--- src/tile_regs_cfg.svh ---
// Register numbers, frame tokens, field positions and write masks of the tile status register bank.
// Assumes it is included by bare name wherever these constants are needed.
`ifndef TILE_REGS_CFG_SVH
`define TILE_REGS_CFG_SVH

`define TOK_WRITE        8'h24
`define TOK_READ         8'h25
`define TOK_END          8'h01
`define TOK_ACK          8'h03
`define TOK_NACK         8'h04

`define REG_TILE_CTRL    8'h02
`define REG_BOOT_STATUS  8'h03
`define REG_SECURITY     8'h05
`define REG_ROSC_CTRL    8'h06
`define REG_ROSC_COUNT   8'h07
`define ROSC_NUM         8'h04
`define REG_WP_DATA      8'h16
`define REG_STOP_MASK    8'h18
`define REG_SCRATCH      8'h20
`define REG_SCRATCH_SEL  8'hf8
`define REG_BREAKPOINT   8'h30
`define REG_BP_SEL       8'hfc

`define TC_TX_DELAY      25:18
`define TC_TX_DIV        17:9
`define TC_RGMII_EN      8
`define TC_DIV_DYNAMIC   5
`define TC_DIV_EN        4
`define TC_UTMI_SEL      2
`define TC_ULPI_EN       1
`define TC_WMASK         32'h03ff_ff36

`define SEC_WR_LOCK      31
`define SEC_DBG_BLOCK    14
`define SEC_OTP_LOCK_ALL 12
`define SEC_OTP_SECTOR   11:8
`define SEC_OTP_REDUND   7
`define SEC_OTP_BOOT     5
`define SEC_JTAG_CFG     4
`define SEC_JTAG_DAP     0
`define SEC_WMASK        32'h8000_5fb1

`define RO_CORE_EN       1
`define RO_PERIPH_EN     0
`define RO_WMASK         32'h0000_0003
`define STOP_WMASK       32'h0000_00ff
`define BP_ENABLE        0
`define CHAN_BYTES       2'h3
`define REPLY_MAX        3'h6

`endif

--- src/tile_regs_pkg.sv ---
// Types shared by the tile status register bank and its oscillator counters.
// Assumes nothing beyond a SystemVerilog compiler.
package tile_regs_pkg;

    typedef struct packed {
        logic       ctrl;
        logic [7:0] value;
    } tok_t;

    typedef enum logic [6:0] {
        ST_IDLE  = 7'b0000001,
        ST_CHAN  = 7'b0000010,
        ST_REGN  = 7'b0000100,
        ST_SIZE  = 7'b0001000,
        ST_PAYLD = 7'b0010000,
        ST_DRAIN = 7'b0100000,
        ST_REPLY = 7'b1000000
    } frame_state_t;

    typedef struct packed {
        logic [7:0] processor;
        logic       mode_override;
        logic       core1_off;
        logic       skip_otp_poll;
        logic       boot_ram;
        logic       boot_jtag;
        logic [1:0] pll_mode;
    } boot_straps_t;

    typedef struct packed {
        logic       otp_lock_all;
        logic [3:0] otp_sector_lock;
        logic       otp_redundancy;
        logic       global_debug_block;
        logic       force_otp_boot;
        logic       jtag_cfg_block;
        logic       jtag_dap_block;
    } sec_ctl_t;

    typedef struct packed {
        logic [7:0] tx_delay;
        logic       tx_clk;
        logic       port_enable;
        logic       utmi_select;
        logic       ulpi_enable;
        logic       clkdiv_active;
    } tile_ctl_t;

    typedef struct packed {
        frame_state_t    state;
        logic            is_write;
        logic            bad;
        logic [1:0]      chan_cnt;
        logic [23:0]     chan;
        logic [7:0]      regn;
        logic [7:0]      size;
        logic [31:0]     wdata;
        tok_t [5:0]      rbuf;
        logic [2:0]      rcnt;
        logic [23:0]     rchan;
        logic [31:0]     tile_ctrl;
        boot_straps_t    boot;
        logic [31:0]     sec;
        logic [1:0]      rosc_ctrl;
        logic [31:0]     wp_data;
        logic [7:0]      stop_mask;
        logic [7:0][31:0] scratch;
        logic [3:0][31:0] bp;
        logic [8:0]      tx_cnt;
        tile_ctl_t       ctl;
        logic [7:0]      thread_hold;
        logic [3:0]      bp_hit;
    } tile_state_t;

    typedef struct packed {
        logic [2:0]  sync;
        logic        level;
        logic [31:0] count;
    } osc_state_t;

endpackage : tile_regs_pkg

--- src/osc_counter.sv ---
// One ring oscillator counter: synchronises the oscillator and counts its rising edges while enabled.
// Assumes the oscillator toggles well below a quarter of the core clock rate.
`timescale 1ns/1ps
`include "tile_regs_cfg.svh"
module osc_counter
    import tile_regs_pkg::*;
(
    input  wire logic        clock,
    input  wire logic        srst,
    input  wire logic        osc,
    input  wire logic        enable,
    output logic [31:0]      count
);
    // The count starts from zero here; in silicon it wakes up arbitrary, which software must allow for.
    osc_state_t q = '0;
    osc_state_t next_q;

    always_comb begin
        next_q = q;
        next_q.sync = {q.sync[1:0], osc};
        // A change is taken only once the second and third stages agree.
        if (q.sync[1] == q.sync[2] && q.sync[2] != q.level) begin
            next_q.level = q.sync[2];
            if (q.sync[2] && enable) begin
                next_q.count = q.count + 32'h1;
            end
        end
    end

    // The count is left out of the reset so that it survives a system reset.
    always_ff @(posedge clock) begin
        q <= next_q;
        if (srst) begin
            q.sync  <= 3'h0;
            q.level <= 1'b0;
        end
    end

    assign count = q.count;
endmodule : osc_counter

--- src/tile_status_register_bank.sv ---
// Tile status register bank reached by token-framed configuration read and write messages.
// Assumes one token offered at a time with valid/ready, and replies drained through valid/ready.
//
// What this block does
// - Write frame: token 36, 24-bit reply channel, register, size, payload, token 1.
// - Write reply is tokens 3,1 on success or tokens 4,1 on failure.
// - Read frame: token 36+1, reply channel, register, size, token 1, no payload.
// - Read reply is token 3, register data, token 1, or tokens 4,1 on failure.
// - Tile control bits 25:18 give the RGMII transmit data delay; reset zero.
// - TX clock rises at divider value, falls at half of it; value is ratio minus one.
// - Tile control bit 8 enables the RGMII ports; reset zero.
// - Bit 4 enables clock division; bit 5 limits it to all threads paused.
// - Bit 2 selects UTMI over ULPI; bit 1 enables ULPI support hardware.
// - Boot status is read-only: processor number, override, core1 off, boot sources, PLL mode.
// - Security register loads a copy of the OTP security word.
// - Security bit 31 blocks any later write to the security register.
// - Security bits lock all or single OTP sectors and enable OTP redundancy.
// - Security bits block global debug, force OTP boot, block JTAG access paths.
// - Four oscillators each clock a counter; control bits 1 and 0 run them.
// - Oscillator counts are kept through system reset.
// - Watchpoint data captures access address or resource identifier.
// - Stop mask bits keep threads halted outside debug mode after debug return.
// - Eight shared 32-bit debug scratch registers.
// - Four breakpoints each raise a debug interrupt when the PC matches.
`timescale 1ns/1ps
`include "tile_regs_cfg.svh"
module tile_status_register_bank
    import tile_regs_pkg::*;
#(
    parameter int THREADS = 8,
    parameter int BREAKS  = 4
) (
    input  wire logic               clock,
    input  wire logic               srst,
    input  wire logic               tok_valid,
    input  tok_t                    tok,
    output logic                    tok_ready,
    output logic                    rsp_valid,
    output tok_t                    rsp,
    output logic [23:0]             rsp_chan,
    input  wire logic               rsp_ready,
    input  boot_straps_t            boot_straps,
    input  wire logic               otp_load,
    input  wire logic [31:0]        otp_security_word,
    input  wire logic [3:0]         ring_osc,
    input  wire logic               all_threads_paused,
    input  wire logic               debug_mode,
    input  wire logic               data_wp_hit,
    input  wire logic [31:0]        wp_address,
    input  wire logic               res_wp_hit,
    input  wire logic [31:0]        wp_resource,
    input  wire logic               pc_valid,
    input  wire logic [31:0]        pc,
    output tile_ctl_t               tile_ctl,
    output sec_ctl_t                sec_ctl,
    output logic [THREADS-1:0]      thread_hold,
    output logic [BREAKS-1:0]       bp_hit,
    output logic                    debug_irq
);
    tile_state_t q;
    tile_state_t next_q;
    logic [3:0][31:0] rosc_count;
    logic [3:0]       bp_match;
    logic             take;
    logic             rsp_fire;
    logic             acc_ok;
    logic [31:0]      rd_data;
    logic [7:0]       rosc_idx;

    // Oscillators 0 and 2 follow the core enable, 1 and 3 the peripheral enable.
    genvar gi;
    generate
        for (gi = 0; gi < 4; gi++) begin : g_osc
            osc_counter u_osc (
                .clock  (clock),
                .srst   (srst),
                .osc    (ring_osc[gi]),
                .enable (q.rosc_ctrl[(gi % 2 == 0) ? `RO_CORE_EN : `RO_PERIPH_EN]),
                .count  (rosc_count[gi])
            );
        end
        for (gi = 0; gi < 4; gi++) begin : g_bp
            // Bit 0 of an instruction address is always zero, so it serves as the enable.
            assign bp_match[gi] = pc_valid && q.bp[gi][`BP_ENABLE] &&
                                  (pc[31:1] == q.bp[gi][31:1]);
        end
    endgenerate

    assign take      = tok_valid && tok_ready;
    assign rsp_fire  = rsp_valid && rsp_ready;
    assign tok_ready = (q.state != ST_REPLY);
    assign rsp_valid = (q.rcnt != 3'h0);
    assign rsp       = q.rbuf[0];
    assign rsp_chan  = q.rchan;
    assign rosc_idx  = q.regn - `REG_ROSC_COUNT;

    // Read mux and access check; unmapped numbers fail.
    always_comb begin
        acc_ok  = 1'b1;
        rd_data = 32'h0;
        if ((q.regn & `REG_SCRATCH_SEL) == `REG_SCRATCH) begin
            rd_data = q.scratch[q.regn[2:0]];
        end else if ((q.regn & `REG_BP_SEL) == `REG_BREAKPOINT) begin
            rd_data = q.bp[q.regn[1:0]];
        end else if (q.regn >= `REG_ROSC_COUNT && q.regn < `REG_ROSC_COUNT + `ROSC_NUM) begin
            rd_data = rosc_count[rosc_idx[1:0]];
            acc_ok  = !q.is_write;
        end else begin
            unique case (q.regn)
                `REG_TILE_CTRL: rd_data = q.tile_ctrl & `TC_WMASK;
                `REG_BOOT_STATUS: begin
                    rd_data = {8'h0, q.boot.processor, 7'h0, q.boot.mode_override, 2'h0,
                               q.boot.core1_off, q.boot.skip_otp_poll, q.boot.boot_ram,
                               q.boot.boot_jtag, q.boot.pll_mode};
                    acc_ok  = !q.is_write;
                end
                `REG_SECURITY: begin
                    rd_data = q.sec & `SEC_WMASK;
                    acc_ok  = !(q.is_write && q.sec[`SEC_WR_LOCK]);
                end
                `REG_ROSC_CTRL: rd_data = {30'h0, q.rosc_ctrl};
                `REG_WP_DATA:   rd_data = q.wp_data;
                `REG_STOP_MASK: rd_data = {24'h0, q.stop_mask};
                default:        acc_ok = 1'b0;
            endcase
        end
    end

    always_comb begin
        next_q = q;
        next_q.bp_hit = bp_match;
        // Drain the reply one token per accepted handshake.
        if (rsp_fire) begin
            next_q.rbuf = {tok_t'('0), q.rbuf[5:1]};
            next_q.rcnt = q.rcnt - 3'h1;
        end
        if (take) begin
            unique case (q.state)
                ST_IDLE: begin
                    // Stray tokens between frames are dropped.
                    if (tok.ctrl && (tok.value == `TOK_WRITE || tok.value == `TOK_READ)) begin
                        next_q.state    = ST_CHAN;
                        next_q.is_write = (tok.value == `TOK_WRITE);
                        next_q.bad      = 1'b0;
                        next_q.chan_cnt = 2'h0;
                        next_q.wdata    = 32'h0;
                    end
                end
                ST_CHAN, ST_REGN, ST_SIZE: begin
                    if (tok.ctrl) begin
                        next_q.bad   = 1'b1;
                        next_q.state = (tok.value == `TOK_END) ? ST_REPLY : ST_DRAIN;
                    end else if (q.state == ST_CHAN) begin
                        next_q.chan     = {q.chan[15:0], tok.value};
                        next_q.chan_cnt = q.chan_cnt + 2'h1;
                        if (q.chan_cnt == `CHAN_BYTES - 2'h1) begin
                            next_q.state = ST_REGN;
                        end
                    end else if (q.state == ST_REGN) begin
                        next_q.regn  = tok.value;
                        next_q.state = ST_SIZE;
                    end else begin
                        next_q.size  = tok.value;
                        next_q.state = ST_PAYLD;
                    end
                end
                ST_PAYLD: begin
                    if (tok.ctrl) begin
                        next_q.bad   = q.bad || (tok.value != `TOK_END);
                        next_q.state = (tok.value == `TOK_END) ? ST_REPLY : ST_DRAIN;
                    end else begin
                        // Payload bytes arrive most significant first; the last four count.
                        next_q.wdata = {q.wdata[23:0], tok.value};
                        next_q.bad   = q.bad || !q.is_write;
                    end
                end
                ST_DRAIN: begin
                    if (tok.ctrl && tok.value == `TOK_END) begin
                        next_q.state = ST_REPLY;
                    end
                end
                ST_REPLY: ;
                default: next_q.state = ST_IDLE;
            endcase
        end
        // The first cycle after the closing token with no reply left to drain: perform the access and build the reply.
        if (q.state == ST_REPLY && q.rcnt == 3'h0) begin
            if (next_q.rcnt == 3'h0 && !rsp_fire) begin
                next_q.state = ST_IDLE;
                next_q.rchan = q.chan;
                if (q.bad || !acc_ok) begin
                    next_q.rbuf = {tok_t'('0), tok_t'('0), tok_t'('0), tok_t'('0),
                                   tok_t'({1'b1, `TOK_END}), tok_t'({1'b1, `TOK_NACK})};
                    next_q.rcnt = 3'h2;
                end else if (q.is_write) begin
                    next_q.rbuf = {tok_t'('0), tok_t'('0), tok_t'('0), tok_t'('0),
                                   tok_t'({1'b1, `TOK_END}), tok_t'({1'b1, `TOK_ACK})};
                    next_q.rcnt = 3'h2;
                    if ((q.regn & `REG_SCRATCH_SEL) == `REG_SCRATCH) begin
                        next_q.scratch[q.regn[2:0]] = q.wdata;
                    end else if ((q.regn & `REG_BP_SEL) == `REG_BREAKPOINT) begin
                        next_q.bp[q.regn[1:0]] = q.wdata;
                    end else begin
                        unique case (q.regn)
                            `REG_TILE_CTRL: next_q.tile_ctrl = q.wdata & `TC_WMASK;
                            `REG_SECURITY:  next_q.sec = q.wdata & `SEC_WMASK;
                            `REG_ROSC_CTRL: next_q.rosc_ctrl = 2'(q.wdata & `RO_WMASK);
                            `REG_WP_DATA:   next_q.wp_data = q.wdata;
                            `REG_STOP_MASK: next_q.stop_mask = q.wdata[7:0];
                            default: ;
                        endcase
                    end
                end else begin
                    next_q.rbuf = {tok_t'('0), tok_t'({1'b1, `TOK_END}),
                                   tok_t'({1'b0, rd_data[7:0]}), tok_t'({1'b0, rd_data[15:8]}),
                                   tok_t'({1'b0, rd_data[23:16]}), tok_t'({1'b0, rd_data[31:24]})};
                    next_q.rbuf = {next_q.rbuf[4:0], tok_t'({1'b1, `TOK_ACK})};
                    next_q.rcnt = `REPLY_MAX;
                end
            end
        end
        // A hardware capture wins over a register write in the same cycle.
        if (data_wp_hit) begin
            next_q.wp_data = wp_address;
        end else if (res_wp_hit) begin
            next_q.wp_data = wp_resource;
        end
        if (otp_load) begin
            next_q.sec = otp_security_word & `SEC_WMASK;
        end
        // Transmit clock divider: rise at the value, fall at half of it.
        if (!q.tile_ctrl[`TC_RGMII_EN]) begin
            next_q.tx_cnt     = 9'h0;
            next_q.ctl.tx_clk = 1'b0;
        end else if (q.tx_cnt == q.tile_ctrl[`TC_TX_DIV]) begin
            next_q.tx_cnt     = 9'h0;
            next_q.ctl.tx_clk = 1'b1;
        end else begin
            next_q.tx_cnt = q.tx_cnt + 9'h1;
            if (q.tx_cnt == (q.tile_ctrl[`TC_TX_DIV] >> 1)) begin
                next_q.ctl.tx_clk = 1'b0;
            end
        end
        next_q.ctl.tx_delay      = q.tile_ctrl[`TC_TX_DELAY];
        next_q.ctl.port_enable   = q.tile_ctrl[`TC_RGMII_EN];
        next_q.ctl.utmi_select   = q.tile_ctrl[`TC_UTMI_SEL];
        next_q.ctl.ulpi_enable   = q.tile_ctrl[`TC_ULPI_EN];
        next_q.ctl.clkdiv_active = q.tile_ctrl[`TC_DIV_EN] &&
                                   (!q.tile_ctrl[`TC_DIV_DYNAMIC] || all_threads_paused);
        next_q.thread_hold       = debug_mode ? 8'h0 : q.stop_mask;
    end

    // Straps are caught while reset is held, so the boot status is fixed from release onward.
    always_ff @(posedge clock) begin
        if (srst) begin
            q            <= '0;
            q.state      <= ST_IDLE;
            q.boot       <= boot_straps;
            q.scratch    <= q.scratch;
        end else begin
            q <= next_q;
        end
    end

    assign tile_ctl    = q.ctl;
    assign sec_ctl     = '{otp_lock_all:       q.sec[`SEC_OTP_LOCK_ALL],
                           otp_sector_lock:    q.sec[`SEC_OTP_SECTOR],
                           otp_redundancy:     q.sec[`SEC_OTP_REDUND],
                           global_debug_block: q.sec[`SEC_DBG_BLOCK],
                           force_otp_boot:     q.sec[`SEC_OTP_BOOT],
                           jtag_cfg_block:     q.sec[`SEC_JTAG_CFG],
                           jtag_dap_block:     q.sec[`SEC_JTAG_DAP]};
    assign thread_hold = q.thread_hold[THREADS-1:0];
    assign bp_hit      = q.bp_hit[BREAKS-1:0];
    assign debug_irq   = |q.bp_hit;
endmodule : tile_status_register_bank

--- config.mk ---
export PLATFORM = sky130hd
export DESIGN_NAME = tile_status_register_bank
export DESIGN_NICKNAME = d
export VERILOG_FILES = /design/src/tile_regs_pkg.sv /design/src/osc_counter.sv /design/src/tile_status_register_bank.sv
export VERILOG_INCLUDE_DIRS = /design/src /design/src/src
export SDC_FILE = /design/constraint.sdc
export NUM_CORES = 2
export LEC_CHECK = 0
export BUFFER_PORTS_ARGS = -buffer_cell sky130_fd_sc_hd__clkbuf_2
export CORE_MARGIN = 1.5
export CORE_UTILIZATION = 40
export DETAILED_ROUTE_END_ITERATION = 8
export HOLD_SLACK_MARGIN = 0.15
export PLACE_DENSITY = 0.61
export SLEW_MARGIN = 20
export SYNTH_ARGS = -nofsm -noshare
export SYNTH_HDL_FRONTEND = slang
export SYNTH_SLANG_ARGS = --single-unit
--- constraint.sdc ---
create_clock -name clock -period 8.3 [get_ports clock]
set_input_delay 1.245 -clock clock [delete_from_list [all_inputs] [get_ports clock]]
set_output_delay 1.245 -clock clock [all_outputs]
set_load 0.01 [all_outputs]
### Word-level counts from Yosys, hierarchy flattened

Index checks and enable logic that the tools add are counted.

| word-level totals | value |
|---|---|
| bits in registers | 816 |
| bits of input ports | 166 |
| output and inout bits | 71 |
| word-level logic and storage cells | 287 |

| cells by class | value |
|---|---|
| add/subtract/negate cells | 8 |
| magnitude comparators | 7 |
| equal/unequal tests | 46 |
| multiplexer cells | 74 |
| bitwise gates (word level) | 8 |
| reductions and logical operators | 77 |

Operators by type and width:

| operator | number |
|---|---|
| $mux W458 | 4 |
| $mux W32 | 15 |
| $bwmux W256 | 1 |
| $mux W128 | 2 |
| $mux W256 | 1 |
| $mux W113 | 2 |
| $pmux W32 S6 | 1 |
| $mux W57 | 3 |
| $mux W26 | 6 |
| $mux W74 | 2 |
| $add A32 B1 Y32 const B | 4 |
| $bmux W32 S2 | 2 |
| $bwmux W128 | 1 |
| $eq A31 B31 Y1 | 4 |
| $bmux W32 S3 | 1 |
| $demux W32 S3 | 1 |
| $mux W83 | 1 |
| $demux W32 S2 | 1 |
| $pmux W32 S2 | 1 |
| $mux W7 | 8 |
| $mux W42 | 1 |
| $mux W40 | 1 |
| $pmux W7 S5 | 1 |
| $reduce_and A7 Y1 | 5 |
| 56 further kinds | 151 |

### Depth between registers and ports, before layout

| depth | value |
|---|---|
| depth in word-level cells | 13 |
| mapped depth | 13 |
| mapped depth without buffers | 8 |

### Hierarchy

Synthesis repeated with hierarchy kept, for this count alone.

| second synthesis, totals | value |
|---|---|
| cells, all modules | 3487 |
| area, all modules | 37807.5 µm² |

By module, submodules not included:

| module | instances | cells an instance | area each (µm²) | seq. area each (µm²) |
|---|---|---|---|---|
| tile_status_register_bank | 1 | 2819 | 29975.0 | 16005.4 |
| osc_counter | 4 | 167 | 1958.1 | 1041.0 |

### Worst setup path before layout

Ideal clock, no wire load.

| timing path | value |
|---|---|
| path type | input port to flip-flop |
| from | input port srst |
| to | register with a tool-made name |
| setup time | 0.421 ns |
| arrival | 3.287 ns |
| data required time | 7.879 ns |
| setup slack | 4.592 ns |
| stages on the path | 4 |
| buffers on the path | 1 |
| cells stage by stage | clkbuf_1 -> nor4_1 -> nand2_1 -> nor2_1 |

RTL lines:

| element | RTL line | text |
|---|---|---|
| from (decl) | tile_status_register_bank.sv:34 | `input wire logic srst,` |

### Worst setup path after layout

| timing path | value |
|---|---|
| from | register q[660] (netlist bit) |
| to | register q[605] (netlist bit) |

| on the way | value |
|---|---|
| word-level cells in the longest chain between the ends | 11 |
| elaborated cells on any way between the ends | 31 |
| classes of those cells | add/sub: 1; order compare: 2; eq/ne: 6; mux: 18; reduce/logical: 4 |

RTL lines:

| element | RTL line | text |
|---|---|---|
| from (decl) | tile_status_register_bank.sv:60 | `tile_state_t q;` |
| from (signal assigned) | tile_status_register_bank.sv:261 | `q <= next_q;` |
| $eq A8 B5 Y1, or another cell as far along | tile_status_register_bank.sv:109 | `unique case (q.regn)` |
| $reduce_or A4 Y1 (no source line) | -- |  |
| $pmux W1 S3 | tile_status_register_bank.sv:109 |  |
| $mux W1 | tile_status_register_bank.sv:105 | `` end else if (q.regn >= `REG_ROSC_COUNT && q.regn < `REG_ROSC_COUNT + `ROSC_NUM) begin `` |
| $mux W1 | tile_status_register_bank.sv:103 | `` end else if ((q.regn & `REG_BP_SEL) == `REG_BREAKPOINT) begin `` |
| $mux W1 | tile_status_register_bank.sv:101 | `` if ((q.regn & `REG_SCRATCH_SEL) == `REG_SCRATCH) begin `` |
| $logic_not A1 Y1 | tile_status_register_bank.sv:191 | `if (q.bad \|\| !acc_ok) begin` |
| $logic_or A1 B1 Y1 | tile_status_register_bank.sv:191 |  |
| $mux W57 (*) | tile_status_register_bank.sv:191 |  |
| $mux W113 (*) | tile_status_register_bank.sv:188 | `if (next_q.rcnt == 3'h0 && !rsp_fire) begin` |
| $mux W113 (*) | tile_status_register_bank.sv:187 | `if (q.state == ST_REPLY && q.rcnt == 3'h0) begin` |

Mark *: on every way between the ends. The rest lies on a longest branch, timed or not. The select of a mux whose other input is x is not followed.
A chain may end at the register's enable or synchronous reset.

==> flow_summary.json <==
{
  "nNetsFinal": 3562,
  "start_util_pct": 40.6,
  "first_pass_iters": 6,
  "multi_input_area_um2": 15100,
  "nFillCells": 8408,
  "synth_area_um2": 36700,
  "ys_seq_elements": 808,
  "pin_count": 237,
  "period_needed_ns": 4.47,
  "route.detailed.drc": 0,
  "final_layout_size_suffix_gt1_share_pct": 17.2,
  "hold_class": "register to register",
  "syn_area_per_cell_um2": 11.0,
  "worst_pin_slew_ns": 1.20,
  "ant_nets": 0,
  "path_max_fanout": 49,
  "grt_max_degree": 207,
  "rows": 110,
  "post-dp-hpwl_mm": 81.6,
  "syn2layout_area_growth_pct": 11.7,
  "ys.warnings.count": 0,
  "wl_per_cell_um": 25.7,
  "hold_viol_final": 0,
  "final_common_cell": "nand2_1",
  "fin_skew_ns": 0.0536,
  "die_y_um": 306,
  "via_count": 27300,
  "maxSlewHeadroom_pct": 19.9,
  "cts_sinks": 808,
  "final_cell_mix": "595 x nand2_1, 406 x dfxtp_1, 399 x edfxtp_1",
  "cts_resized": 0,
  "path_cells": "inv_1 -> ha_2 -> buf_4 -> mux4_2 -> a22o_1 -> a2111oi_0 -> o22ai_1",
  "final.setup.tns_ns": 0,
  "peakVddDrop_v": 0.000154,
  "rsz0062_at_grt": "false",
  "worst_slack_ns": 3.83,
  "cts_buffers": 84,
  "grt_pass1_vias": 25500,
  "clockRootBuffer": "clkbuf_16",
  "cp_num_buf_inv": 2,
  "worstSetupStartpointType": "register",
  "crit_required_ns": 8.79,
  "synth_top_cell_by_area": "edfxtp_1",
  "grt_pass1_wl_mm": 172,
  "routed_wl_mm": 119,
  "clock_path_buffers": 3,
  "diodes": 0,
  "core-area_um2": 90400,
  "synth_cells": 3330,
  "fmax_ghz": 0.224,
  "dieArea_um2": 93600,
  "synth_fa_ha_area_share_pct": 0.409,
  "yosysUniqueCellTypes": 76,
  "ys_dominant_reg_cell": "dfxtp_1",
  "drt-initial-drc-count": 3304,
  "viasPerCell": 5.89,
  "clk_pin_slew_ns": 0.06,
  "track_usage_pct": 24.8,
  "path_class": "register to register",
  "p_leak_nw": 14.2,
  "gr-total-overflow": 0,
  "critPathArrivalTime_ns": 4.96,
  "async_reset_ff_share_pct": 0,
  "fin_crit_sh_pct": 53.9,
  "clk_latency_ns": 0.66,
  "post_cts_buffers": 0,
  "cp_slowest_cell": "dfxtp_4",
  "power_density_nw_per_um2": 205,
  "io_buffers": 214,
  "yosysSeqAreaShare_pct": 54.9,
  "synth_area_leaders": "edfxtp_1 33%, dfxtp_1 22%, mux4_2 7.2%",
  "synth_top_area_share_pct": 32.6,
  "cts_tree": "done",
  "synth_xor_area_share_pct": 6.44,
  "cp-end-kind": "register",
  "slowest_delay_ns": 0.88,
  "muxShareOfSynthArea_pct": 9.22,
  "globalplace.congestion": 0.906,
  "critical_path.top_delay_family": "compound AO/OA/AOI/OAI gates",
  "postCtsHoldBufs": 0,
  "synth_top_family_by_area": "simple AND/OR/NAND/NOR gates",
  "setup_violations": 0,
  "outcome": "finished clean",
  "yosys.area_share.simple_pct": 15.2,
  "report.final.slew_viol_count": 0,
  "die_w_um": 306,
  "antenna_found_initial": 2,
  "maxCapViolCount": 0,
  "cts_htree_levels": 3,
  "synth_compound_area_share_pct": 9.46,
  "synthesis.nets": 3508,
  "place_ws_ns": 3.72,
  "layout.area.seq_um2": 20200,
  "synth_edf_count": 399
}
[layout make-up]
class | instances | share of cell area (%)
tap | 1176 | 3.59
clock inverter | 30 | 0.744
clock buffer | 127 | 6.03
sequential | 808 | 49.2
inverter | 20 | 0.183
timing repair buffer | 260 | 3.51
multi-input combinational | 2210 | 36.7
[worst paths after layout]
| path | start | endpoint | slack, ns | cells past startpoint |
|---|---|---|---|---|
| hold / removal | g_osc[1].u_osc.next_q[34] | g_osc[1].u_osc.next_q[35] | 0.44 | 1 |
| setup / recovery | q[660] | q[605] | 3.83 | 7 |
| setup reg to reg | q[660] | q[605] | 3.83 | 7 |
| hold reg to reg | g_osc[1].u_osc.next_q[34] | g_osc[1].u_osc.next_q[35] | 0.44 | 1 |
[Yosys cell counts (41+ instances only)]
cell,count
xor2_1,137
and3_1,42
edfxtp_1,399
nor3_1,50
nor2_1,128
clkbuf_1,132
dfxtp_1,409
nor2b_1,43
mux4_2,118
mux2i_1,48
buf_2,66
nand2_1,601
xnor2_1,133
buf_4,86
o21ai_0,41
nand3_1,112
a21oi_1,305
[layer usage]
metal	GRT usage, %	vias up	wire [um]
met2	37.0	1387	52200
met3	5.59	216	12900
met4	8.47	0	4300
met1	35.5	13600	49700
li1	-	12100	-
met5	0	-	0
[kinds of logic (layout without fill, tap and decap cells)]
family          Yosys count  after routing
mux                     188            188
simple gates           1179           1179
flops                   808            808
xor+xnor                270            270
fa+ha+maj                12             12
compound gates          561            561
buf+inv                 312            437
[metrics by stage]
step / instances / power [mW] / hold slack (ns) / cell area, um2 / utilization, %
floorplan: 3330 / 4.53 / 0.414 / 36700 / -
global placement: 4474 / 4.67 / 0.425 / 38200 / 42.3
detailed placement: 4474 / 4.67 / 0.434 / 38200 / 42.3
CTS: 4631 / 8.44 / 0.449 / 41000 / 45.4
global route: 4631 / 8.62 / 0.471 / 41000 / 45.4
finish: 4631 / 8.42 / 0.440 / 41000 / 45.4
[worst reg2reg max path, stage by stage (launching register included)]
cell and delay (ns):
dfxtp_4 0.88, inv_1 0.58, ha_2 0.48, buf_4 0.48
mux4_2 0.71, a22o_1 0.21, a2111oi_0 0.79, o22ai_1 0.19
[power by group]
group / internal [mW] / switching (mW) / total, mW
logic: 0.139 / 0.242 / 0.381
registers: 4.18 / 0.0310 / 4.21
clock network: 2.17 / 1.65 / 3.83
Note: power is estimated with default switching activity, not from simulation.
